`src/rtl/art_regs.svh`:
```
// Register offsets, field positions and reset values of the reload timer block
`ifndef ART_REGS_SVH
`define ART_REGS_SVH

`define ART_ADDR_W        4
`define ART_OFF_DUTY3     4'h3
`define ART_OFF_DUTY2     4'h4
`define ART_OFF_DUTY1     4'h5
`define ART_OFF_DUTY0     4'h6
`define ART_OFF_PWM_OUTPUT_CONTROL     4'h7
`define ART_OFF_CSR       4'h8
`define ART_OFF_CAR       4'h9
`define ART_OFF_ARR       4'ha
`define ART_OFF_ICCSR     4'hb
`define ART_OFF_ICR1      4'hc
`define ART_OFF_ICR2      4'hd
`define ART_CSR_EXT_CLOCK_SELECT      7
`define ART_CSR_CC_HI     6
`define ART_CSR_CC_LO     4
`define ART_CSR_TCE       3
`define ART_CSR_FORCE_RELOAD      2
`define ART_CSR_OIE       1
`define ART_CSR_OVF       0
`define ART_ICC_CS_LO     4
`define ART_ICC_CIE_LO    2
`define ART_ICC_CF_LO     0
`define ART_RESET_BYTE    8'h00
`define ART_COUNT_MAX     8'hff

`endif

```
`src/rtl/art_pkg.sv`:
```
// Types shared by the reload timer block
package art_pkg;
  typedef struct packed {
    logic [3:0] addr;
    logic [7:0] wdata;
    logic       wr;
    logic       rd;
  } art_bus_req_t;

  typedef struct packed {
    logic [3:0] out;
    logic [3:0] oe;
  } art_pwm_pins_t;

  typedef enum logic [1:0] {
    ART_SRC_STOP = 2'b00,
    ART_SRC_CPU  = 2'b01,
    ART_SRC_EXT  = 2'b10
  } art_src_t;
endpackage

```
`src/rtl/art_timer.sv`:
```
// PWM auto-reload timer with capture channels and register port
//
// The strobed register port and the placing of the registers are this design's own decisions.
`include "art_regs.svh"
`timescale 1ns/1ps
`default_nettype none

module art_timer #(
  parameter int CHANNELS = 4,
  parameter int CAPTURES = 2
) (
  input  wire logic                   clock,
  input  wire logic                   resetn,
  input  wire art_pkg::art_bus_req_t  bus,
  output logic [7:0]                  rdata,
  input  wire logic                   halt_mode,
  input  wire logic                   external_clock_in,
  input  wire logic [CAPTURES-1:0]    capture_input_pin,
  output art_pkg::art_pwm_pins_t      pwm_pins,
  output logic                        overflow_irq,
  output logic [CAPTURES-1:0]         capture_irq,
  output logic                        halt_wakeup
);
  import art_pkg::*;

  logic [7:0]          duty_value [CHANNELS];
  logic [7:0]          compare_shadow [CHANNELS];
  logic [7:0]          capture_value [CAPTURES];
  logic [7:0]          pwm_output_control;
  logic [7:0]          auto_reload_value;
  logic                ext_clock_select;
  logic [2:0]          count_divider_select;
  logic                counter_run_enable;
  logic                overflow_irq_enable;
  logic                overflow_flag;
  logic [CAPTURES-1:0] capture_edge_select;
  logic [CAPTURES-1:0] capture_irq_enable;
  logic [CAPTURES-1:0] capture_flag;
  logic [7:0]          counter;
  logic [6:0]          prescaler;
  logic                ext_q;
  logic [CAPTURES-1:0] cap_q;
  logic [CHANNELS-1:0] pwm_level;

  // Decode
  wire wr_csr   = bus.wr && bus.addr == `ART_OFF_CSR;
  wire wr_car   = bus.wr && bus.addr == `ART_OFF_CAR;
  wire wr_arr   = bus.wr && bus.addr == `ART_OFF_ARR;
  wire wr_pwm_output_control = bus.wr && bus.addr == `ART_OFF_PWM_OUTPUT_CONTROL;
  wire wr_iccsr = bus.wr && bus.addr == `ART_OFF_ICCSR;
  wire rd_csr   = bus.rd && bus.addr == `ART_OFF_CSR;
  wire rd_icr1  = bus.rd && bus.addr == `ART_OFF_ICR1;
  wire rd_icr2  = bus.rd && bus.addr == `ART_OFF_ICR2;

  // Source clock; the external input is taken as a level and edge-detected
  wire ext_rise = external_clock_in && !ext_q;
  art_src_t src;
  assign src = !counter_run_enable ? ART_SRC_STOP :
               (ext_clock_select ? ART_SRC_EXT : ART_SRC_CPU);
  // The external source is gated in halt so no spurious count can slip in
  wire input_tick = (src == ART_SRC_CPU) ||
                    (src == ART_SRC_EXT && ext_rise && !halt_mode);
  wire [7:0] next_prescaler_full = {1'b0, prescaler} + 8'h01;
  wire [6:0] next_prescaler = next_prescaler_full[6:0];
  // Tap n fires when the low n bits wrap to zero
  wire [7:0] tap_mask = (8'h01 << count_divider_select) - 8'h01;
  wire counter_tick = input_tick &&
                      ((next_prescaler_full & tap_mask) == 8'h00);
  wire overflow = counter_tick && counter == `ART_COUNT_MAX;
  wire force_load = wr_csr && bus.wdata[`ART_CSR_FORCE_RELOAD] && bus.wdata[`ART_CSR_TCE];

  // Prescaler: cleared by any counter initialisation, frozen while stopped
  always_ff @(posedge clock or negedge resetn)
  begin
    if (!resetn)
      prescaler <= 7'h00;
    else if (wr_car || force_load)
      prescaler <= 7'h00;
    else if (input_tick)
      prescaler <= next_prescaler;
  end

  // Counter: an overflow reloads it but leaves the prescaler phase alone
  wire [7:0] counter_inc = counter + 8'h01;
  always_ff @(posedge clock or negedge resetn)
  begin
    if (!resetn)
      counter <= 8'h00;
    else if (wr_car)
      counter <= bus.wdata;
    else if (force_load)
      counter <= auto_reload_value;
    else if (overflow)
      counter <= auto_reload_value;
    else if (counter_tick)
      counter <= counter_inc;
  end

  // Event input history; resets to the idle low level so no false edge follows
  always_ff @(posedge clock or negedge resetn)
  begin
    if (!resetn)
      ext_q <= 1'b0;
    else
      ext_q <= external_clock_in;
  end

  // Clock selection fields
  always_ff @(posedge clock or negedge resetn)
  begin
    if (!resetn)
    begin
      ext_clock_select     <= 1'b0;
      count_divider_select <= 3'h0;
    end
    else if (wr_csr)
    begin
      ext_clock_select     <= bus.wdata[`ART_CSR_EXT_CLOCK_SELECT];
      count_divider_select <= bus.wdata[`ART_CSR_CC_HI:`ART_CSR_CC_LO];
    end
  end

  // Run and interrupt enables; the reload request is acted on only when TCE is written 1 with it, never stored
  always_ff @(posedge clock or negedge resetn)
  begin
    if (!resetn)
    begin
      counter_run_enable  <= 1'b0;
      overflow_irq_enable <= 1'b0;
    end
    else if (wr_csr)
    begin
      counter_run_enable  <= bus.wdata[`ART_CSR_TCE];
      overflow_irq_enable <= bus.wdata[`ART_CSR_OIE];
    end
  end

  // Reload value, used at the next wrap and by a forced reload
  always_ff @(posedge clock or negedge resetn)
  begin
    if (!resetn)
      auto_reload_value <= `ART_RESET_BYTE;
    else if (wr_arr)
      auto_reload_value <= bus.wdata;
  end

  // Output enables in the high nibble, polarities in the low nibble
  always_ff @(posedge clock or negedge resetn)
  begin
    if (!resetn)
      pwm_output_control <= `ART_RESET_BYTE;
    else if (wr_pwm_output_control)
      pwm_output_control <= bus.wdata;
  end

  // Capture configuration; the flags are owned by the capture channels
  always_ff @(posedge clock or negedge resetn)
  begin
    if (!resetn)
    begin
      capture_edge_select <= '0;
      capture_irq_enable  <= '0;
    end
    else if (wr_iccsr)
    begin
      capture_edge_select <= bus.wdata[`ART_ICC_CS_LO +: CAPTURES];
      capture_irq_enable  <= bus.wdata[`ART_ICC_CIE_LO +: CAPTURES];
    end
  end

  // Overflow flag: the set wins over the clearing read
  always_ff @(posedge clock or negedge resetn)
  begin
    if (!resetn)
      overflow_flag <= 1'b0;
    else if (overflow)
      overflow_flag <= 1'b1;
    else if (rd_csr)
      overflow_flag <= 1'b0;
  end
  assign overflow_irq = overflow_flag && overflow_irq_enable;

  // PWM channels
  genvar ch;
  generate
    for (ch = 0; ch < CHANNELS; ch++)
    begin : g_pwm
      wire wr_duty = bus.wr && bus.addr == 4'(`ART_OFF_DUTY0 - ch);
      wire polarity = pwm_output_control[ch];
      wire compare_hit = counter_tick && counter == compare_shadow[ch];
      always_ff @(posedge clock or negedge resetn)
      begin
        if (!resetn)
          duty_value[ch] <= `ART_RESET_BYTE;
        else if (wr_duty)
          duty_value[ch] <= bus.wdata;
      end
      // Shadow moves only at a wrap, so a duty write never cuts a period short
      always_ff @(posedge clock or negedge resetn)
      begin
        if (!resetn)
          compare_shadow[ch] <= `ART_RESET_BYTE;
        else if (overflow && !halt_mode)
          compare_shadow[ch] <= duty_value[ch];
      end
      // In halt the level freezes; the pin changes only when its polarity bit is written
      always_ff @(posedge clock or negedge resetn)
      begin
        if (!resetn)
          pwm_level[ch] <= 1'b1;
        else if (halt_mode)
          pwm_level[ch] <= pwm_level[ch];
        else if (overflow)
          pwm_level[ch] <= 1'b1;
        else if (compare_hit)
          pwm_level[ch] <= 1'b0;
      end
      // Polarity flip takes effect at once, as software expects
      assign pwm_pins.out[ch] = pwm_level[ch] ^ polarity;
      assign pwm_pins.oe[ch]  = pwm_output_control[4 + ch];
    end
  endgenerate

  // Capture channels
  genvar cp;
  generate
    for (cp = 0; cp < CAPTURES; cp++)
    begin : g_cap
      wire rd_icr = (cp == 0) ? rd_icr1 : rd_icr2;
      wire pin_rise = capture_input_pin[cp] && !cap_q[cp];
      wire pin_fall = !capture_input_pin[cp] && cap_q[cp];
      wire edge_hit = capture_edge_select[cp] ? pin_rise : pin_fall;
      // A read in the cycle of a new edge frees the register for that edge
      wire capture_take = edge_hit && (!capture_flag[cp] || rd_icr);
      // Resets low: with the falling-edge default a low history cannot fire
      always_ff @(posedge clock or negedge resetn)
      begin
        if (!resetn)
          cap_q[cp] <= 1'b0;
        else
          cap_q[cp] <= capture_input_pin[cp];
      end
      always_ff @(posedge clock or negedge resetn)
      begin
        if (!resetn)
          capture_value[cp] <= `ART_RESET_BYTE;
        else if (capture_take)
          capture_value[cp] <= counter;
      end
      always_ff @(posedge clock or negedge resetn)
      begin
        if (!resetn)
          capture_flag[cp] <= 1'b0;
        else if (capture_take)
          capture_flag[cp] <= 1'b1;
        else if (rd_icr)
          capture_flag[cp] <= 1'b0;
      end
      assign capture_irq[cp] = capture_flag[cp] && capture_irq_enable[cp];
    end
  endgenerate

  // Wakeup needs an enabled capture; a masked edge only sets its flag
  assign halt_wakeup = halt_mode && |capture_irq;

  // Read words and selection; unmapped indexes read zero
  wire [7:0] csr_word = {ext_clock_select, count_divider_select,
                         counter_run_enable, 1'b0, overflow_irq_enable, overflow_flag};
  wire [7:0] iccsr_word = {2'b00, capture_edge_select,
                           capture_irq_enable, capture_flag};
  wire sel_duty3 = bus.addr == `ART_OFF_DUTY3;
  wire sel_duty2 = bus.addr == `ART_OFF_DUTY2;
  wire sel_duty1 = bus.addr == `ART_OFF_DUTY1;
  wire sel_duty0 = bus.addr == `ART_OFF_DUTY0;
  wire sel_pwm_output_control = bus.addr == `ART_OFF_PWM_OUTPUT_CONTROL;
  wire sel_csr   = bus.addr == `ART_OFF_CSR;
  wire sel_car   = bus.addr == `ART_OFF_CAR;
  wire sel_arr   = bus.addr == `ART_OFF_ARR;
  wire sel_iccsr = bus.addr == `ART_OFF_ICCSR;
  wire sel_icr1  = bus.addr == `ART_OFF_ICR1;
  wire sel_icr2  = bus.addr == `ART_OFF_ICR2;
  wire [7:0] next_rdata = ({8{sel_duty3}} & duty_value[3]) |
                          ({8{sel_duty2}} & duty_value[2]) |
                          ({8{sel_duty1}} & duty_value[1]) |
                          ({8{sel_duty0}} & duty_value[0]) |
                          ({8{sel_pwm_output_control}} & pwm_output_control) |
                          ({8{sel_csr}}   & csr_word) |
                          ({8{sel_car}}   & counter) |
                          ({8{sel_arr}}   & auto_reload_value) |
                          ({8{sel_iccsr}} & iccsr_word) |
                          ({8{sel_icr1}}  & capture_value[0]) |
                          ({8{sel_icr2}}  & capture_value[1]);

  // Data stands one cycle after the strobe and reads zero otherwise

  always_ff @(posedge clock or negedge resetn)
  begin
    if (!resetn)
      rdata <= 8'h00;
    else if (bus.rd)
      rdata <= next_rdata;
    else
      rdata <= 8'h00;
  end

endmodule // art_timer

`default_nettype wire

```
`config.mk`:
```
export PLATFORM = sky130hd
export DESIGN_NAME = art_timer
export DESIGN_NICKNAME = d
export VERILOG_FILES = /design/src/rtl/art_pkg.sv /design/src/rtl/art_timer.sv
export VERILOG_INCLUDE_DIRS = /design/src /design/src/rtl
export SDC_FILE = /design/constraint.sdc
export NUM_CORES = 1
export LEC_CHECK = 0
export BUFFER_PORTS_ARGS = -buffer_cell sky130_fd_sc_hd__buf_2
export CAP_MARGIN = 10
export CORE_MARGIN = 1.5
export CORE_UTILIZATION = 40
export DETAILED_ROUTE_END_ITERATION = 16
export MAX_ROUTING_LAYER = met4
export PLACE_DENSITY_LB_ADDON = 0.2
export SYNTH_ARGS = -nofsm -noshare
export SYNTH_HDL_FRONTEND = slang
export SYNTH_SLANG_ARGS = --single-unit
```
`constraint.sdc`:
```
create_clock -name clock -period 3.7 [get_ports clock]
set_input_delay 0.185 -clock clock [delete_from_list [all_inputs] [get_ports clock]]
set_output_delay 0.185 -clock clock [all_outputs]
set_load 0.02 [all_outputs]
```
==> run_results.csv <==
group,metric,value,unit
layout,multiInputGateArea,0.00334,mm^2
drt,viasPerCell,5.69,
floorplanning,die-width,136,um
setup_path,critPathMaxFanout,36,
setup_path,startpoint_type,"flop",
global_routing,grt_max_degree,95,
setup_path,critical_path.top_delay_family,"simple AND/OR/NAND/NOR gates",
sta,tightest_slew,1110,ps
sta,postLayoutSetupSlackWorst,738,ps
setup_path,max_stage_delay,480,ps
clocking,cts_tree,"yes",
sta,rsz0062_at_grt,"false",
sta,fin_crit_sh,80.0,%
layout,fillCellCount,1552,
drt,first_pass_iters,5,
clocking,cts.reportedPaths.clkPinSlew,60,ps
sta,finClkSkew,10.6,ps
min_path,hp-class,"input port to flop",
global_routing,grt_pass1_wl,30200,um
yosys,syn_area,0.00705,mm^2
sta,max_freq,338,MHz
power_and_ir_drop,power-per-cell-area,647,mW/mm^2
yosys,synth_warnings,0,
run,maxCapViolCount,0,
sta,setup_violations,0,
layout,drive_gt1_share,31.8,%
sta,maxSlewViolCount,0,
global_routing,grt_use_total,23.3,%
sta,period_needed,2960,ps
yosys,yosysTopAreaCell,"dfrtp_1",
drt,vias,4878,
placement,io_buffers,39,
setup_path,cp.arrival,3270,ps
placement,dpl.hpwl,13600,um
drt,drc,0,
layout,n_antenna_cell,0,
power_and_ir_drop,ir_drop,0.364,mV
setup_path,critPathRequiredTime,4010,ps
power_and_ir_drop,p_leak,3.61,nW
setup_path,worstPathCellList,"ha_1, nand4_2, o2111a_1, nor4_4, and3b_2, buf_4, mux2_2",
yosys,yosys_register_bits,139,
setup_path,critPathSlowestCell,"buf_4",
yosys,async_flop_share,100,%
drt,ant_nets,0,
sta,maxSlewHeadroom,25.7,%
sta,finalHoldViolCount,0,
yosys,synth_area_per_cell,12.1,um^2
run_status,status,"completed",
global_routing,grt_pass1_vias,5094,
clocking,clock-sinks,139,
setup_path,critPathCaptureType,"flop",
layout,area_delta_synth_final,15.4,%
sta,tns,0,ps
drt,wl_per_cell,22.6,um
yosys,yosysSeqAreaShare,49.4,%
layout,final_cell_mix,"dfrtp_1 (135), mux2_2 (83), xnor2_1 (42)",
floorplanning,dieHeight,136,um
yosys,synthCells,581,
setup_path,path_class,"flop to flop",
clocking,clkLatencyLatePin,430,ps
placement,pre_cts_slack,799,ps
layout,final_nets,641,
clocking,clock_path_buffers,2,
drt,first_iter_violations,507,
global_routing,grt_overflow,0,
sta,holdWs,129,ps
yosys,ys.flop_type,"dfrtp_1",
yosys,yosys-top-cells-area,"dfrtp_1 (48%), mux2_2 (13%), xnor2_1 (5.2%)",
yosys,synth_top_area_share,47.9,%
global_routing,antenna_found_initial,0,
clocking,post_cts_buffers,0,
drt,wl,19400,um
clocking,cts_buffers,17,
floorplanning,initial_core_util,40.9,%
yosys,syn-num-nets,603,
clocking,ctsHtreeMaxLevel,4,
layout,ff_latch_area,0.00348,mm^2
floorplanning,ios,40,
layout,final_core_util,47.2,%
setup_path,crit_buf_inv,1,
floorplanning,die-area,0.0184,mm^2
clocking,root_buffer,"clkbuf_16",
layout,final_common_cell,"dfrtp_1",
floorplanning,fp.coreArea,0.0172,mm^2
power_and_ir_drop,design_power_total,5.26,mW
yosys,synth_edf_count,0,
yosys,ys_types,60,
floorplanning,num_rows,48,
placement,gp_congestion,0.864,
## worst paths after layout
path	startpoint	end	slack (ps)	cells after the start
worst max register to register	prescaler[0]	compare_shadow[21]	740	7
worst max-delay path	prescaler[0]	compare_shadow[21]	740	7
worst min-delay path	bus[2]	counter[0]	130	3
worst min register to register	pwm_level[2]	pwm_level[2]	490	2
min in group asynchronous	resetn	cap_q[1]	400	2
max in group asynchronous	resetn	pwm_level[2]	2350	3
## through the flow
step                std cells  cell area, um^2
floorplan                 581             7050
global placement          821             7420
detailed placement        821             7420
CTS                       857             8130
global route              857             8130
finish                    857             8130
## synthesized netlist by cell type (all sizes together) (3+ instances only)
library cell / instances
mux2i: 21
nor3: 6
a21boi: 5
nand3: 8
and2: 5
a31oi: 5
a22o: 6
nand4: 15
dfrtp: 135
a32oi: 5
o22ai: 6
nand2: 28
o21ai: 12
xor2: 9
o31ai: 4
xnor2: 42
clkbuf: 14
nor2: 34
dfstp: 4
o32ai: 3
a22oi: 12
and3: 5
inv: 3
buf: 23
o221ai: 3
o21a: 3
a21oi: 10
nand2b: 10
a221oi: 4
nor2b: 9
mux2: 109
## timing repair
item,4_1_cts,5_1_grt
hold buffers,4,0
endpoints found under the hold margin,93,0
gates resized for setup,0,0
endpoints found under the setup margin,0,0
## cell type report
cell class	count	area share, %
inverters	3	0.139
multi-input cells	402	41.1
well taps	225	3.46
clock inverters	15	3.02
repair buffers	56	4.17
flip-flops and latches	139	42.9
clock buffers	17	5.23
## metal layers
layer	track usage [%]	up-vias	share of wire (%)
met2	34.9	173	46
met3	4.86	33	5.3
li1	-	2195	-
met5	-	-	0
met4	10.1	0	2.8
met1	30.5	2477	45
## state kept, by name, indices dropped and copies added, names as in the netlist, 3 cells and up
register	count
rdata	8
pwm_output_control	8
compare_shadow	32
counter	8
prescaler	7
count_divider_select	3
pwm_level	4
auto_reload_value	8
duty_value	32
capture_value	16
## tightest hold or removal path: stages
cell,delay (ps)
buf_2,160
nor2_1,110
nor3_1,60
## report_power, final
group | internal [mW] | switching (mW) | leakage, nW
clock | 1.26 | 0.675 | 0.324
combinational | 0.549 | 0.565 | 1.51
sequential | 1.81 | 0.394 | 1.77
## kinds of logic after synthesis
logic type / share of synthesized area (%)
AO/OA/AOI/OAI: 9.55
XOR/XNOR: 6.34
adder cells (fa/ha/maj): 0.355
buffers and inverters: 3.14
flip-flops: 49.4
multiplexers: 21.5
AND/OR/NAND/NOR: 9.70
Power figures use the tool's default switching activity.
